--- src/rtl/wd_int_pkg.sv ---
// Register map, field layout and timing constants for the interrupt enable and soft watchdog block
package wd_int_pkg;

  // Register indices; byte address is four times the index
  localparam logic [7:0] IDX_WD_RELOAD  = 8'h86;
  localparam logic [7:0] IDX_INT_EN_PRI = 8'hA8;
  localparam logic [7:0] IDX_INT_PRI0   = 8'hA9;
  localparam logic [7:0] IDX_INT_EN_SEC = 8'hB8;
  localparam logic [7:0] IDX_IRQ_STATUS = 8'hC0;
  localparam logic [7:0] IDX_IRQ_MASK   = 8'hC1;
  localparam logic [7:0] IDX_WD_COUNT   = 8'hC2;
  localparam logic [7:0] IDX_NONE       = 8'h00;

  // Reset values
  localparam logic [7:0] RST_WD_RELOAD  = 8'h00;
  localparam logic [7:0] RST_INT_EN_PRI = 8'h00;
  localparam logic [7:0] RST_INT_PRI0   = 8'h00;
  localparam logic [7:0] RST_INT_EN_SEC = 8'h00;
  localparam logic [2:0] RST_IRQ        = 3'h0;
  localparam logic [15:0] RST_WD_COUNT  = 16'h0000;

  // Field positions
  localparam int EN0_GLOBAL_BIT  = 7;
  localparam int EN0_REFRESH_BIT = 6;
  localparam int EN0_SRC_LSB     = 0;
  localparam int EN0_SRC_W       = 5;
  localparam int EN1_START_BIT   = 6;
  localparam int EN1_SRC_LSB     = 1;
  localparam int EN1_SRC_W       = 5;
  localparam int PRI0_STATUS_BIT = 6;
  localparam int PRI0_PRIO_W     = 6;
  localparam int RELOAD_PSEL_BIT = 7;
  localparam int RELOAD_VAL_W    = 7;

  // Interrupt status and mask layout
  localparam int IRQ_W         = 3;
  localparam int IRQ_EXPIRED   = 0;
  localparam int IRQ_REFRESHED = 1;
  localparam int IRQ_MISSED    = 2;

  // Source vector: ext0, tmr0, ext1, tmr1, ser0, ext2..ext6
  localparam int NUM_SRC = 10;

  // Timing counts in core clock cycles
  localparam int FLAG_LIFE_CYCLES = 12;
  localparam int WD_FAST_DIV      = 24;
  localparam int WD_SLOW_DIV      = 384;
  localparam logic [15:0] WD_EXPIRE_VALUE = 16'h7CFF;

  // Watchdog run state
  typedef enum logic [1:0] {
    WD_STOPPED = 2'b01,
    WD_RUNNING = 2'b10
  } wd_state_t;

endpackage

--- src/rtl/int_enable_soft_watchdog_ctrl.sv ---
// Interrupt enable registers and software watchdog with an AHB-Lite register slave
//
// Notes on behaviour
// RULE1: global enable low blocks every source
// RULE2: enables for serial0, timers 0/1, ext0/1
// RULE3: enables for external interrupts 2 to 6
// RULE4: software sets refresh flag just before start
// RULE5: refresh flag self-clears after 12 cycles
// RULE6: start flag starts a stopped watchdog
// RULE7: start right after refresh reloads counter
// RULE8: start flag self-clears after 12 cycles
// RULE9: expiry sets status flag, requests internal reset
// RULE10: status survives internal reset, software clears it
// RULE11: prescale select adds divide-by-16 stage
// RULE12: refresh loads reload field into high byte
// RULE13: 16-bit counter, tick every 24/384 cycles
// RULE14: expiry when counter reaches 0x7CFF
// RULE15: running watchdog stops only on internal reset
// RULE16: missed window clears refresh flag, no reload
// RULE17: refresh clears the counter low byte
//
// Our own choice: the AHB-Lite slave port.
`timescale 1ns/1ps
module int_enable_soft_watchdog_ctrl
  import wd_int_pkg::*;
#(
  parameter int FAST_DIV = WD_FAST_DIV,
  parameter int SLOW_DIV = WD_SLOW_DIV
) (
  input  wire logic               ref_clk,
  input  wire logic               rst,
  input  wire logic               hsel,
  input  wire logic [31:0]        haddr,
  input  wire logic [1:0]         htrans,
  input  wire logic               hwrite,
  input  wire logic [2:0]         hsize,
  input  wire logic [31:0]        hwdata,
  input  wire logic               hready,
  output logic      [31:0]        hrdata,
  output logic                    hreadyout,
  output logic                    hresp,
  input  wire logic [NUM_SRC-1:0] srcReq,
  output logic      [NUM_SRC-1:0] srcGranted,
  output logic                    wdResetReq,
  output logic                    irq
);
  localparam int LW = $clog2(FLAG_LIFE_CYCLES);

  // Bus state
  logic        wrPend_q;
  logic [7:0]  wrIdx_q;
  logic [31:0] hrdata_q;
  logic [7:0]  addrIdx;
  logic        accValid;
  logic        rdAcc;
  logic        wrAt;

  // Register state
  logic                    globalEn_q;
  logic [EN0_SRC_W-1:0]    en0Src_q;
  logic [EN1_SRC_W-1:0]    en1Src_q;
  logic [PRI0_PRIO_W-1:0]  prio_q;
  logic                    prescaleSel_q;
  logic [RELOAD_VAL_W-1:0] reloadVal_q;
  logic                    refreshFlag_q;
  logic [LW-1:0]           refreshCnt_q;
  logic                    startFlag_q;
  logic [LW-1:0]           startCnt_q;
  wd_state_t               wdState_q;
  logic [15:0]             wdCount_q;
  logic                    wdResetReq_q;
  logic                    expiredStatus_q;
  logic [IRQ_W-1:0]        irqStatus_q;
  logic [IRQ_W-1:0]        irqMask_q;
  logic [NUM_SRC-1:0]      srcGranted_q;

  // Internal events
  logic             intRst;
  logic             refreshSet;
  logic             startSet;
  logic             reload;
  logic             startStopped;
  logic             expire;
  logic             missed;
  logic             tick;
  logic             wdRunning;
  logic             statusClr;
  logic [IRQ_W-1:0] irqEvents;
  logic [NUM_SRC-1:0] enVec;

  // Maps a byte address to a register index, IDX_NONE when unmapped
  function automatic logic [7:0] idxOf(input logic [31:0] a);
    logic [7:0] i;
    i = a[9:2];
    if (a[31:10] != 22'h0 || a[1:0] != 2'b00) begin
      return IDX_NONE;
    end else if (i == IDX_WD_RELOAD || i == IDX_INT_EN_PRI || i == IDX_INT_PRI0 || i == IDX_INT_EN_SEC) begin
      return i;
    end else if (i == IDX_IRQ_STATUS || i == IDX_IRQ_MASK || i == IDX_WD_COUNT) begin
      return i;
    end else begin
      return IDX_NONE;
    end
  endfunction

  // Address phase decode; single wait-free slave
  assign addrIdx   = idxOf(haddr);
  assign accValid  = hsel && htrans[1] && hready;
  assign rdAcc     = accValid && !hwrite;
  assign wrAt      = wrPend_q;
  assign hreadyout = 1'b1;
  assign hresp     = 1'b0;
  assign hrdata    = hrdata_q;

  // Capture a write address phase for use in the data phase
  always_ff @(posedge ref_clk) begin
    if (rst) begin
      wrPend_q <= 1'b0;
      wrIdx_q  <= IDX_NONE;
    end else begin
      wrPend_q <= accValid && hwrite && addrIdx != IDX_NONE;
      wrIdx_q  <= addrIdx;
    end
  end

  // Read data registered at the address phase
  always_ff @(posedge ref_clk) begin
    if (rst) begin
      hrdata_q <= 32'h0000_0000;
    end else if (rdAcc) begin
      if (addrIdx == IDX_WD_RELOAD) begin
        hrdata_q <= {24'h00_0000, prescaleSel_q, reloadVal_q};
      end else if (addrIdx == IDX_INT_EN_PRI) begin
        hrdata_q <= {24'h00_0000, globalEn_q, refreshFlag_q, 1'b0, en0Src_q};
      end else if (addrIdx == IDX_INT_PRI0) begin
        hrdata_q <= {24'h00_0000, 1'b0, expiredStatus_q, prio_q};
      end else if (addrIdx == IDX_INT_EN_SEC) begin
        hrdata_q <= {24'h00_0000, 1'b0, startFlag_q, en1Src_q, 1'b0};
      end else if (addrIdx == IDX_IRQ_STATUS) begin
        hrdata_q <= {29'h0, irqStatus_q};
      end else if (addrIdx == IDX_IRQ_MASK) begin
        hrdata_q <= {29'h0, irqMask_q};
      end else if (addrIdx == IDX_WD_COUNT) begin
        hrdata_q <= {16'h0000, wdCount_q};
      end else begin
        hrdata_q <= 32'h0000_0000;
      end
    end
  end

  // Write strobes for the self-clearing flags; writing zero has no effect
  assign refreshSet   = wrAt && wrIdx_q == IDX_INT_EN_PRI && hwdata[EN0_REFRESH_BIT]; // [RULE4]
  assign startSet     = wrAt && wrIdx_q == IDX_INT_EN_SEC && hwdata[EN1_START_BIT];
  assign wdRunning    = wdState_q == WD_RUNNING;
  assign reload       = startSet && refreshFlag_q; // [RULE7]
  assign startStopped = startSet && !wdRunning;
  assign expire       = wdRunning && wdCount_q == WD_EXPIRE_VALUE; // [RULE14]
  assign missed       = refreshFlag_q && !startSet && refreshCnt_q == LW'(FLAG_LIFE_CYCLES - 1);
  assign intRst       = rst || wdResetReq_q;

  // Enable and configuration registers, cleared by any reset
  always_ff @(posedge ref_clk) begin
    if (intRst) begin
      globalEn_q    <= RST_INT_EN_PRI[EN0_GLOBAL_BIT];
      en0Src_q      <= RST_INT_EN_PRI[EN0_SRC_LSB +: EN0_SRC_W];
      en1Src_q      <= RST_INT_EN_SEC[EN1_SRC_LSB +: EN1_SRC_W];
      prio_q        <= RST_INT_PRI0[PRI0_PRIO_W-1:0];
      prescaleSel_q <= RST_WD_RELOAD[RELOAD_PSEL_BIT];
      reloadVal_q   <= RST_WD_RELOAD[RELOAD_VAL_W-1:0];
    end else if (wrAt) begin
      if (wrIdx_q == IDX_INT_EN_PRI) begin
        globalEn_q <= hwdata[EN0_GLOBAL_BIT];
        en0Src_q   <= hwdata[EN0_SRC_LSB +: EN0_SRC_W]; // [RULE2]
      end else if (wrIdx_q == IDX_INT_EN_SEC) begin
        en1Src_q <= hwdata[EN1_SRC_LSB +: EN1_SRC_W]; // [RULE3]
      end else if (wrIdx_q == IDX_INT_PRI0) begin
        prio_q <= hwdata[PRI0_PRIO_W-1:0];
      end else if (wrIdx_q == IDX_WD_RELOAD) begin
        prescaleSel_q <= hwdata[RELOAD_PSEL_BIT]; // [RULE11]
        reloadVal_q   <= hwdata[RELOAD_VAL_W-1:0];
      end
    end
  end

  // Refresh flag with its 12-cycle life; cleared early by a completed refresh
  always_ff @(posedge ref_clk) begin
    if (intRst) begin
      refreshFlag_q <= 1'b0;
      refreshCnt_q  <= '0;
    end else if (refreshSet) begin
      refreshFlag_q <= 1'b1;
      refreshCnt_q  <= '0;
    end else if (reload) begin
      refreshFlag_q <= 1'b0;
    end else if (refreshFlag_q) begin
      if (refreshCnt_q == LW'(FLAG_LIFE_CYCLES - 1)) begin
        refreshFlag_q <= 1'b0; // [RULE5] [RULE16]
      end else begin
        refreshCnt_q <= refreshCnt_q + LW'(1);
      end
    end
  end

  // Start flag with its 12-cycle life
  always_ff @(posedge ref_clk) begin
    if (intRst) begin
      startFlag_q <= 1'b0;
      startCnt_q  <= '0;
    end else if (startSet) begin
      startFlag_q <= 1'b1;
      startCnt_q  <= '0;
    end else if (startFlag_q) begin
      if (startCnt_q == LW'(FLAG_LIFE_CYCLES - 1)) begin
        startFlag_q <= 1'b0; // [RULE8]
      end else begin
        startCnt_q <= startCnt_q + LW'(1);
      end
    end
  end

  // Run state: only the internal reset stops a running watchdog
  always_ff @(posedge ref_clk) begin
    if (intRst) begin
      wdState_q <= WD_STOPPED; // [RULE15]
    end else begin
      case (wdState_q)
        WD_STOPPED: begin
          if (startSet) begin
            wdState_q <= WD_RUNNING; // [RULE6]
          end
        end
        WD_RUNNING: begin
          wdState_q <= WD_RUNNING; // [RULE15]
        end
        default: begin
          wdState_q <= WD_STOPPED;
        end
      endcase
    end
  end

  // Watchdog counter: reload sets high byte, clears low byte
  always_ff @(posedge ref_clk) begin
    if (intRst) begin
      wdCount_q <= RST_WD_COUNT;
    end else if (reload) begin
      wdCount_q <= {1'b0, reloadVal_q, 8'h00}; // [RULE12] [RULE17]
    end else if (tick && !expire) begin
      wdCount_q <= wdCount_q + 16'h0001; // [RULE13]
    end
  end

  // Prescaler, restarted on a reload or a fresh start
  wd_tick_gen #(
    .FAST_DIV (FAST_DIV),
    .SLOW_DIV (SLOW_DIV)
  ) u_tick (
    .ref_clk (ref_clk),
    .rst     (intRst),
    .clear   (reload || startStopped),
    .run     (wdRunning),
    .slowSel (prescaleSel_q),
    .tick    (tick)
  );

  // Expiry pulse and status flag that survives the internal reset
  always_ff @(posedge ref_clk) begin
    if (rst) begin
      wdResetReq_q    <= 1'b0;
      expiredStatus_q <= RST_INT_PRI0[PRI0_STATUS_BIT];
    end else begin
      wdResetReq_q <= expire && !wdResetReq_q; // [RULE9]
      if (expire) begin
        expiredStatus_q <= 1'b1; // [RULE9] [RULE10]
      end else if (wrAt && wrIdx_q == IDX_INT_PRI0) begin
        expiredStatus_q <= hwdata[PRI0_STATUS_BIT]; // [RULE10]
      end
    end
  end
  assign wdResetReq = wdResetReq_q;

  // Sticky event bits, cleared by a status read; a new event wins
  assign irqEvents = {missed, reload, expire};
  assign statusClr = rdAcc && addrIdx == IDX_IRQ_STATUS;
  always_ff @(posedge ref_clk) begin
    if (rst) begin
      irqStatus_q <= RST_IRQ;
      irqMask_q   <= RST_IRQ;
    end else begin
      irqStatus_q <= (irqStatus_q & ~(statusClr ? {IRQ_W{1'b1}} : {IRQ_W{1'b0}})) | irqEvents;
      if (wrAt && wrIdx_q == IDX_IRQ_MASK) begin
        irqMask_q <= hwdata[IRQ_W-1:0];
      end
    end
  end
  assign irq = |(irqStatus_q & irqMask_q);

  // Source gating by per-source and global enables
  assign enVec = {en1Src_q, en0Src_q} & {NUM_SRC{globalEn_q}}; // [RULE1] [RULE2] [RULE3]
  always_ff @(posedge ref_clk) begin
    if (rst) begin
      srcGranted_q <= '0;
    end else begin
      srcGranted_q <= srcReq & enVec;
    end
  end
  assign srcGranted = srcGranted_q;

  // Helper: age of the latest refresh and start writes, saturating
  logic [4:0] refreshAge_q;
  logic [4:0] startAge_q;
  logic       refreshClean_q;
  always_ff @(posedge ref_clk) begin
    if (rst) begin
      refreshAge_q   <= 5'h00;
      refreshClean_q <= 1'b0;
    end else if (refreshSet) begin
      refreshAge_q   <= 5'h01;
      refreshClean_q <= 1'b1;
    end else begin
      if (refreshAge_q != 5'h00 && refreshAge_q != 5'h1F) begin
        refreshAge_q <= refreshAge_q + 5'h01;
      end
      if (startSet || wdResetReq_q) begin
        refreshClean_q <= 1'b0; // Early clear by reload or reset is legal
      end
    end
  end

  // Helper: start write age, saturating
  always_ff @(posedge ref_clk) begin
    if (rst) begin
      startAge_q <= 5'h00;
    end else if (startSet) begin
      startAge_q <= 5'h01;
    end else if (startAge_q != 5'h00 && startAge_q != 5'h1F) begin
      startAge_q <= startAge_q + 5'h01;
    end
  end
endmodule

--- src/rtl/wd_tick_gen.sv ---
// Watchdog prescaler producing one count tick every fast or slow division period
`timescale 1ns/1ps
module wd_tick_gen
  import wd_int_pkg::*;
#(
  parameter int FAST_DIV = WD_FAST_DIV,
  parameter int SLOW_DIV = WD_SLOW_DIV
) (
  input  wire logic ref_clk,
  input  wire logic rst,
  input  wire logic clear,
  input  wire logic run,
  input  wire logic slowSel,
  output logic      tick
);
  localparam int CW = $clog2(SLOW_DIV);

  logic [CW-1:0] divCnt_q;
  logic [CW-1:0] divLast;
  logic          slowSel_q;
  logic          armed_q;
  logic [CW-1:0] gap_q;

  // Extra divide-by-16 stage folded into the slow period
  assign divLast = slowSel ? CW'(SLOW_DIV - 1) : CW'(FAST_DIV - 1); // [RULE11] [RULE13]
  assign tick    = run && (divCnt_q == divLast);

  // Prescale counter, restarted on clear or when stopped
  always_ff @(posedge ref_clk) begin
    if (rst || clear || !run) begin
      divCnt_q <= '0;
    end else if (tick || divCnt_q > divLast) begin
      divCnt_q <= '0; // [RULE13]
    end else begin
      divCnt_q <= divCnt_q + CW'(1);
    end
  end

  // Helper: spacing between ticks with a steady selection
  always_ff @(posedge ref_clk) begin
    slowSel_q <= slowSel;
    if (rst || clear || !run || slowSel != slowSel_q) begin
      armed_q <= 1'b0;
      gap_q   <= '0;
    end else if (tick) begin
      armed_q <= 1'b1;
      gap_q   <= '0;
    end else begin
      gap_q <= gap_q + CW'(1);
    end
  end
endmodule

--- config.mk ---
export PLATFORM = sky130hd
export DESIGN_NAME = int_enable_soft_watchdog_ctrl
export DESIGN_NICKNAME = d
export VERILOG_FILES = /design/src/rtl/wd_int_pkg.sv /design/src/rtl/int_enable_soft_watchdog_ctrl.sv /design/src/rtl/wd_tick_gen.sv
export SDC_FILE = /design/constraint.sdc
export NUM_CORES = 1
export LEC_CHECK = 0
export BUFFER_PORTS_ARGS = -buffer_cell sky130_fd_sc_hd__buf_4
export CAP_MARGIN = 10
export CELL_PAD_IN_SITES_DETAIL_PLACEMENT = 0
export CELL_PAD_IN_SITES_GLOBAL_PLACEMENT = 1
export CORE_AREA = 2 2 115 117
export CTS_BUF_LIST = sky130_fd_sc_hd__clkbuf_16
export DETAILED_ROUTE_END_ITERATION = 10
export DIE_AREA = 0 0 117 119
export GPL_ROUTABILITY_DRIVEN = 1
export PLACE_DENSITY_LB_ADDON = 0.1
export SYNTH_ARGS = -nofsm -noshare
export SYNTH_HDL_FRONTEND = slang
export SYNTH_SLANG_ARGS = --single-unit
--- constraint.sdc ---
create_clock -name ref_clk -period 2.54 [get_ports ref_clk]
set_input_delay 0.127 -clock ref_clk [delete_from_list [all_inputs] [get_ports ref_clk]]
set_output_delay 0.127 -clock ref_clk [all_outputs]
set_load 0.03 [all_outputs]
# Yosys cells after proc, flatten, opt, wreduce, memory -nomap -nowiden
# Index checks and enable logic that the tools add are counted.
[op_classes]
muxes = 25
bitwise_logic = 12
div_mod_pow = 0
shifts = 0
magnitude_cmp = 1
n_addsub = 4
reduce_logical = 52
eq_ne = 26
mul = 0
[op_table]
columns = ["op", "n"]
rows = [
  ["== test 8 bit (second input constant)", 19],
  ["two-way mux 16 bit", 7],
  ["two-way mux 15 bit", 2],
  ["two-way mux 8 bit", 3],
  ["nonzero test 22 bit", 1],
  ["bitwise AND 10 bit", 2],
  ["logical AND 1 bit", 20],
  ["adder 16 x 1 -> 16 bit (second input constant)", 1],
  ["== test 16 x 15 -> 1 bit (second input constant)", 1],
  ["logical OR 1 bit", 11],
  ["adder 9 x 1 -> 9 bit (second input constant)", 1],
  ["== test 9 bit", 1],
  ["greater-than comparator 9 bit", 1],
  ["two-way mux 1 bit", 9],
  ["two-way mux 9 bit", 1],
  ["adder 4 x 1 -> 4 bit (second input constant)", 2],
  ["== test 4 bit (second input constant)", 2],
  ["nonzero test 8 bit", 1],
  ["OR reduction 2 bit", 4],
  ["bitwise AND 3 bit", 2],
  ["inverter 1 bit", 6],
  ["AND reduction 3 bit", 2],
  ["nonzero test 2 bit", 3],
  ["zero test 1 bit", 5],
  ["other kinds (12)", 13],
]
[totals]
latch_bits = 0
n_memories = 0
rom_bits = 0
ramBits = 0
in_bits = 84
register_bits = 121

# Longest topological paths before layout
# Gate-level depths: netlist of run 1.
[depth]
ltp_word = 14
mapped_depth = 8
ltp_nobuf = 8

# Modules after synthesis
# Synthesis of run 1 repeated with hierarchy kept, for this count alone.
[hier_totals]
cells_unflattened = 562
area_unflattened_um2 = 4974.8
[by_module_without_submodules]
columns = ["mod", "instances", "cells_per_inst", "area_per_inst_um2"]
rows = [
  ["int_enable_soft_watchdog_ctrl", 1, 509, 4495.6],
  ["wd_tick_gen", 1, 53, 479.2],
]

# Worst setup path after synthesis of run 1
# Ideal clock, no wire load.
[synth_timing]
kind = "register to register"
startpoint = "register prescaleSel_q"
endpoint = "register wdCount_q[5]"
period_less_slack_ns = 2.004
path_buffers = 0
t_arrival_ns = 1.933
slack_ns = 0.536
stages_incl_launch_ff = 8
path_cell_list = "dfxtp_1 > inv_1 > ha_1 > nand3_2 > or3_4 > a211o_4 > or3_1 > a21oi_1"
[synth_via]
elab_chain_len = 4
[synth_rtl]
columns = ["element", "line_no", "rtl"]
rows = [
  ["start: declaration", "int_enable_soft_watchdog_ctrl.sv:63", "logic prescaleSel_q;"],
  ["start signal: assignment", "int_enable_soft_watchdog_ctrl.sv:168", "prescaleSel_q <= RST_WD_RELOAD[RELOAD_PSEL_BIT];"],
  ["start signal: assignment", "int_enable_soft_watchdog_ctrl.sv:179", "prescaleSel_q <= hwdata[RELOAD_PSEL_BIT];"],
  ["two-way mux 9 bit", "wd_tick_gen.sv:25", "assign divLast = slowSel ? CW'(SLOW_DIV - 1) : CW'(FAST_DIV - 1);"],
  ["== test 9 bit", "wd_tick_gen.sv:26", "assign tick = run && (divCnt_q == divLast);"],
  ["logical AND 1 bit", "wd_tick_gen.sv:26", ""],
  ["logical AND 1 bit", "int_enable_soft_watchdog_ctrl.sv:248", "end else if (tick && !expire) begin"],
  ["end signal: assignment", "int_enable_soft_watchdog_ctrl.sv:247", "wdCount_q <= {1'b0, reloadVal_q, 8'h00};"],
  ["end signal: assignment", "int_enable_soft_watchdog_ctrl.sv:249", "wdCount_q <= wdCount_q + 16'h0001;"],
  ["end: declaration", "int_enable_soft_watchdog_ctrl.sv:70", "logic [15:0] wdCount_q;"],
]
# Every way passes these cells.
# A chain may end at the register's enable or synchronous reset.

# Worst setup path in the final report of run 1
[layout_timing]
startpoint = "register prescaleSel_q"
endpoint = "register wdCount_q[12]"
[layout_via]
elab_chain_len = 5
[layout_rtl]
columns = ["element", "line_no"]
rows = [
  ["two-way mux 9 bit", "wd_tick_gen.sv:25"],
  ["== test 9 bit", "wd_tick_gen.sv:26"],
  ["logical AND 1 bit", "wd_tick_gen.sv:26"],
  ["logical AND 1 bit", "int_enable_soft_watchdog_ctrl.sv:248"],
  ["nonzero test 2 bit (no source line)", "n/a"],
]
# Every way passes these cells.

==> results of run 1 <==
-- worst max path at each step --
stage	slack, ns	depth (start not counted)	end	startpoint
after global placement	0.30	8	wdCount_q[12]$_SDFFE_PP0P_	prescaleSel_q$_SDFFE_PP0P_
final	0.28	8	wdCount_q[12]$_SDFFE_PP0P_	prescaleSel_q$_SDFFE_PP0P_
after global routing	0.09	8	wdCount_q[10]$_SDFFE_PP0P_	prescaleSel_q$_SDFFE_PP0P_
after floorplan	0.54	7	wdCount_q[5]$_SDFFE_PP0P_	prescaleSel_q$_SDFFE_PP0P_
after CTS	0.23	8	wdCount_q[10]$_SDFFE_PP0P_	prescaleSel_q$_SDFFE_PP0P_
after detailed placement	0.25	8	wdCount_q[12]$_SDFFE_PP0P_	prescaleSel_q$_SDFFE_PP0P_
-- per-layer routing --
layer / share of wire (%) / wire, µm
met3: 4.2 / 544
met1: 45 / 5928
met4: 1.8 / 236
met5: 0 / 0
met2: 49 / 6335
-- sequential cells by signal, indices dropped and copies added, names as in the netlist --
signal and count:
wrIdx_q 8, startFlag_q 1, en1Src_q 5, reloadVal_q 7
globalEn_q 1, startCnt_q 4, u_tick.divCnt_q 9, wdCount_q 16
irqMask_q 3, refreshFlag_q 1, wdResetReq 1, hrdata 16
en0Src_q 5, prescaleSel_q 1, refreshCnt_q 4, wdState_q 2
srcGranted 10, prio_q 6, irqStatus_q 3, expiredStatus_q 1
wrAt 1
-- worst max-delay path: stages, from the launching register on --
cell	delay [ns]
dfxtp_1	0.40
inv_1	0.12
ha_1	0.32
nand3_2	0.09
or3_4	0.41
nor3b_2	0.40
nand3_1	0.15
xor2_1	0.16
o21ai_0	0.13
-- logic make-up after synthesis --
logic type / after synthesis
AOI/OAI and AO/OA: 93
xor gates and xnor gates: 25
adders and majority gates: 10
buffers and inverters: 48
DFF: 105
muxes: 25
other: 2
and+or+nand+nor: 231
-- placed cells by master, fill, tap and decap left out, types with 3 or more instances in the layout --
cell           synthesis  final
nand2_1               50     50
a22o_1                11     11
conb_1                 2     18
nor3_1                12     12
nand4_1               12     12
mux2i_1               25     25
nor3b_2                4      4
and2_1                 7      7
o21ai_1                3      3
a31oi_1                3      3
a211oi_1               4      4
ha_1                  10     10
o311ai_0               3      3
xor2_1                18     18
dfxtp_1              105    105
xnor2_1                7      7
nor2_1                74     74
clkbuf_16              0      9
nor2b_1                4      4
nand3b_1               4      4
nand3_1                9      9
and4_1                 6      6
a32oi_1                3      3
a21oi_1               26     26
and3_1                19     19
o21ai_0               16     16
inv_1                 12     12
nor4_1                 9      9
buf_4                 18     89
o221ai_1               3      3
dlygate4sd3_1          0      7
-- what timing repair did --
action	4_1_cts	5_1_grt
hold endpoints to repair	7	0
hold buffers	7	0
setup buffers	0	0
-- layout make-up --
cell class              count  area [µm²]
clock buffers               9       225.2
clock inverters             7       87.58
fillers                  1269        6877
inverters                  12       45.04
multi-input cells         402        2580
flip-flops and latches    105        2102
well taps                 176       220.2
repair buffers             96       738.2
-- per-stage QoR --
stage	cells	util (%)	area, µm²	power (W)	hold slack, ns
2_1_floorplan	555	-	4945	0.001888	0.2630
3_3_place_gp	784	43.62	5615	0.001973	0.3629
3_5_place_dp	784	43.62	5615	0.001983	0.3656
4_1_cts	807	46.59	5998	0.003449	0.002254
5_1_grt	807	46.59	5998	0.003531	0.004646
6_report	807	46.59	5998	0.003401	0.01194
-- report_power, final --
group	internal [W]	leakage, nW	switching, W	total (W)
sequential	0.00166	0.846	0.00000995	0.00167
combinational	0.000110	1.33	0.000169	0.000279
clock	0.000782	0.145	0.000666	0.00145
==> reports/qor.csv, run 1 <==
metric,value,unit
power.leakage,2.318,nW
r2r_slack,0.28,ns
grt_util_met1,26.44,%
hold_path_class,in2reg,
drive_gt1_share,20.44,%
grt_overflow,0,
r2r-end,wdCount_q[12]$_SDFFE_PP0P_,
vias_per_cell,5.081,
dpl_worst_slack,0.2498,ns
finalCritPeriodShare,88.96,%
synth_compound_area_share,13.55,%
insertion_delay,0.35,ns
fp.dieH,119,µm
rsz0062_at_grt,false,
arrival,2.53,ns
hold_end,srcGranted[0]$_SDFF_PP0_,
hpwl,9954,µm
avgSynthCellArea,9.062,µm²
yosysMostFrequentCell,dfxtp_1,
antenna_cells,0,
use_met3,2.697,%
top_usage_layer,met2,
synth_area,4885,µm²
rows,42,
yosysUniqueCellTypes,66,
crit_path_end_kind,register,
grt_max_degree,30,
yosysWarnings,0,
hold_viol,0,
synth.area.mux_share,5.123,%
skew,0.007833,ns
crit_path_max_fanout,6,
worst_pin_slew,0.6372,ns
cap_violations,0,
cts_max_path_buffers,2,
fin_setup_tns,0,ns
status,finished clean,
synth-xor-area-share,4.483,%
ir_drop,0.3004,mV
ys_ff_latch,105,
setup_slack,0.2803,ns
clk_pin_slew,0.08,ns
antenna_found_initial,0,
start_util,37.94,%
synth_area_leaders,"dfxtp_1, nor2_1, mux2i_1, nand2_1, xor2_1",
synth-simple-area-share,25.59,%
async_flop_share,0,%
coreArea,12870,µm²
die_w,117,µm
synth_top_area_share,43.03,%
holdPathStages,2,
reg2reg_depth,8,
cts_sinks,105,
ys_seq_area_share,43.03,%
final_nets,720,
grt_util_all_layers,19.26,%
setup_viol,0,
synthCells,539,
io_buffers,83,
period_minus_slack,2.260,ns
drt_wl_total,13040,µm
grt_pass1_vias,3937,
avgRoutedWirePerCell,16.16,µm
cts_buffers,9,
synthAdderAreaFrac,2.561,%
syn_to_final_growth,22.80,%
drt-initial-drc-count,216,
synthTopCellsByCount,"dfxtp_1, nor2_1, nand2_1",
yosys.area.top_type,dfxtp_1,
slew_headroom,57.52,%
cts_max_level,3,
synth_edf_count,0,
place_congestion,0.8824,
cp_data_required_time,2.81,ns
cp-start-kind,register,
drv_slew,0,
drtPass1Iterations,5,
crit_type,reg2reg,
synth_ff_type,dfxtp_1,
grt_pass1_wl,20710,µm
cts_resized,0,
cts_tree,done,
drc,0,
dieArea,13920,µm²
worstHoldStart,srcReq[0],
ant_nets,0,
synth_top_family_by_area,simple AND/OR/NAND/NOR gates,
r2r_start,prescaleSel_q$_SDFFE_PP0P_,
ios,130,
clockRootBuffer,clkbuf_16,
p_per_area,567.1,nW/µm²
max_freq,442.5,MHz
vias,4100,
use_met2,30.60,%
Note: power is estimated with default switching activity, not from simulation.
==> inputs of run 2 (changes only) <==
- CORE_AREA: 2 2 115 117 -> 2 2 133 102
- DIE_AREA: 0 0 117 119 -> 0 0 135 104
- clock period: 2.54 -> 2.42 ns (I/O delays scaled with it)
==> run 2 against run 1 <==
Clock power is 6% higher. Total power is 5.5% higher. Register-to-register slack worse by 0.04 ns. Cell count stayed put. Combinational power is 6% higher. Clock skew hardly changed. Critical path type unchanged. Critical endpoint is now wdCount_q[7]$_SDFFE_PP0P_.
==> reports/qor.csv, run 2 (synthesis gave the netlist of run 1 again) <==
metric,value,unit,change
drive_gt1_share,20.91,%,was 20.44%
coreArea,12790,µm²,was 12870 µm²
clockRootBuffer,clkbuf_16,,unchanged
final_cell_mix,"dfxtp_1, buf_4, nor2_1, nand2_1, a21oi_1",,unchanged
avgRoutedWirePerCell,16.84,µm,was 16.16 µm
crit_path_max_fanout,9,,was 6
drv_slew,0,,unchanged
start_util,38.18,%,was 37.94%
holdPathStages,2,,unchanged
period_minus_slack,2.180,ns,was 2.260 ns
cap_violations,0,,unchanged
cts_tree,done,,unchanged
place_congestion,0.8331,,was 0.8824
antenna_cells,0,,unchanged
insertion_delay,0.35,ns,about the same
fin_setup_tns,0,ns,unchanged
slew_headroom,58.96,%,was 57.52%
setup_viol,0,,unchanged
dieArea,14040,µm²,was 13920 µm²
grt_max_degree,29,,was 30
power,0.003588,W,was 0.003401 W
post-route-util,47.14,%,was 46.59%
crit_path_end_kind,register,,unchanged
vias,4246,,was 4100
r2r_start,prescaleSel_q$_SDFFE_PP0P_,,unchanged
worst_pin_slew,0.6156,ns,was 0.6372 ns
status,finished clean,,unchanged
cp_data_required_time,2.70,ns,was 2.81 ns
final_nets,726,,was 720
drtPass1Iterations,5,,unchanged
io_buffers,83,,unchanged
crit_type,reg2reg,,unchanged
fp.dieH,104,µm,was 119 µm
vias_per_cell,5.261,,was 5.081
grt_overflow,0,,unchanged
grt_pass1_vias,3965,,was 3937
n_fill_cell,1268,,was 1269
grt_pass1_wl,21160,µm,was 20710 µm
reg2reg_depth,7,,was 8
post_cts_buffers,0,,unchanged
final_common_cell,dfxtp_1,,unchanged
r2r-end,wdCount_q[7]$_SDFFE_PP0P_,,was wdCount_q[12]$_SDFFE_PP0P_
arrival,2.46,ns,was 2.53 ns
cts_buffers,9,,unchanged
worstHoldStart,srcReq[5],,was srcReq[0]
p_per_area,594.9,nW/µm²,was 567.1 nW/µm²
cts_max_path_buffers,2,,unchanged
hold_end,srcGranted[5]$_SDFF_PP0_,,was srcGranted[0]$_SDFF_PP0_
max_freq,458.8,MHz,was 442.5 MHz
syn_to_final_growth,23.46,%,was 22.80%
ir_drop,0.3329,mV,was 0.3004 mV
rows,36,,was 42
die_w,135,µm,was 117 µm
grt_util_all_layers,19.41,%,was 19.26%
drt-initial-drc-count,320,,was 216
drt_wl_total,13590,µm,was 13040 µm
skew,0.007631,ns,was 0.007833 ns
antenna_found_initial,0,,unchanged
r2r_slack,0.24,ns,was 0.28 ns
drc,0,,unchanged
rsz0062_at_grt,false,,unchanged
hold_viol,0,,unchanged
hold_path_class,in2reg,,unchanged
hpwl,10190,µm,was 9954 µm
cts_max_level,3,,unchanged
clk_pin_slew,0.06,ns,was 0.08 ns
cp-start-kind,register,,unchanged
finalCritPeriodShare,90.07,%,was 88.96%
power.leakage,2.355,nW,was 2.318 nW
ios,130,,unchanged
ant_nets,0,,unchanged
cts_sinks,105,,unchanged
-- run 2: cell count changes in the layout (fill, tap and decap cells not counted) --
| cell | previous run | this run |
|---|---|---|
| inv_6 | 2 | 1 |
| clkinv_1 | 0 | 1 |
| clkinvlp_4 | 2 | 1 |
| buf_4 | 89 | 96 |
| clkinv_8 | 1 | 0 |
| inv_1 | 12 | 13 |
| clkinv_4 | 1 | 0 |
| bufinv_16 | 1 | 2 |
| dlygate4sd3_1 | 7 | 6 |
-- run 2: cell type report --
class	count	area (µm²)	share of cell area (%)
Multi-Input combinational cell	402	2580	42.78
Sequential cell	105	2102	34.85
Timing Repair Buffer	102	780.7	12.95
Clock buffer	9	225.2	3.734
Tap cell	171	214.0	3.548
Clock inverter	6	83.83	1.390
Inverter	12	45.04	0.7469
-- run 2: worst max-delay path by stage --
| stage | startpoint | slack, ns | endpoint |
|---|---|---|---|
| 6_report | prescaleSel_q$_SDFFE_PP0P_ | 0.24 | wdCount_q[7]$_SDFFE_PP0P_ |
| 5_1_grt | prescaleSel_q$_SDFFE_PP0P_ | 0.07 | wdCount_q[12]$_SDFFE_PP0P_ |
| 4_1_cts | prescaleSel_q$_SDFFE_PP0P_ | 0.23 | wdCount_q[12]$_SDFFE_PP0P_ |
| 3_5_place_dp | prescaleSel_q$_SDFFE_PP0P_ | 0.25 | wdCount_q[12]$_SDFFE_PP0P_ |
| 3_3_place_gp | prescaleSel_q$_SDFFE_PP0P_ | 0.28 | wdCount_q[13]$_SDFFE_PP0P_ |
| 2_1_floorplan | prescaleSel_q$_SDFFE_PP0P_ | 0.42 | wdCount_q[5]$_SDFFE_PP0P_ |
-- run 2: worst max-delay path: stages, from the launching register on --
cell and delay [ns]:
dfxtp_1 0.38, inv_1 0.11, ha_1 0.32, nand3_2 0.10
or3_4 0.42, a211o_4 0.34, or3_1 0.32, a21oi_1 0.13
-- run 2: what timing repair did --
item                      CTS  global route
hold buffers                6             0
resized for setup           0             0
hold endpoints to repair    6             0
-- run 2: through the flow --
step,hold WS (ns),setup slack (ns),cells,cell area [µm²]
2_1_floorplan,0.2570,0.4160,555,4945
3_3_place_gp,0.3568,0.2783,786,5662
3_5_place_dp,0.3561,0.2515,786,5662
4_1_cts,0.0002534,0.2272,807,6031
5_1_grt,0.001220,0.06737,807,6031
6_report,0.004679,0.2404,807,6031
-- run 2: power breakdown --
part	switching (W)	internal [W]
Clock	0.000637	0.000897
Combinational	0.000180	0.000115
Sequential	0.0000102	0.00175
Total	0.000828	0.00276
-- run 2: layer usage --
metal  vias up  GRT usage (%)  part of all wire (%)
li1       2081              -                     -
met2       140          28.35                    42
met1      2007          28.59                    50
met4         0          5.506                   1.5
met3        18          4.240                   6.4
met5         -              0                     0
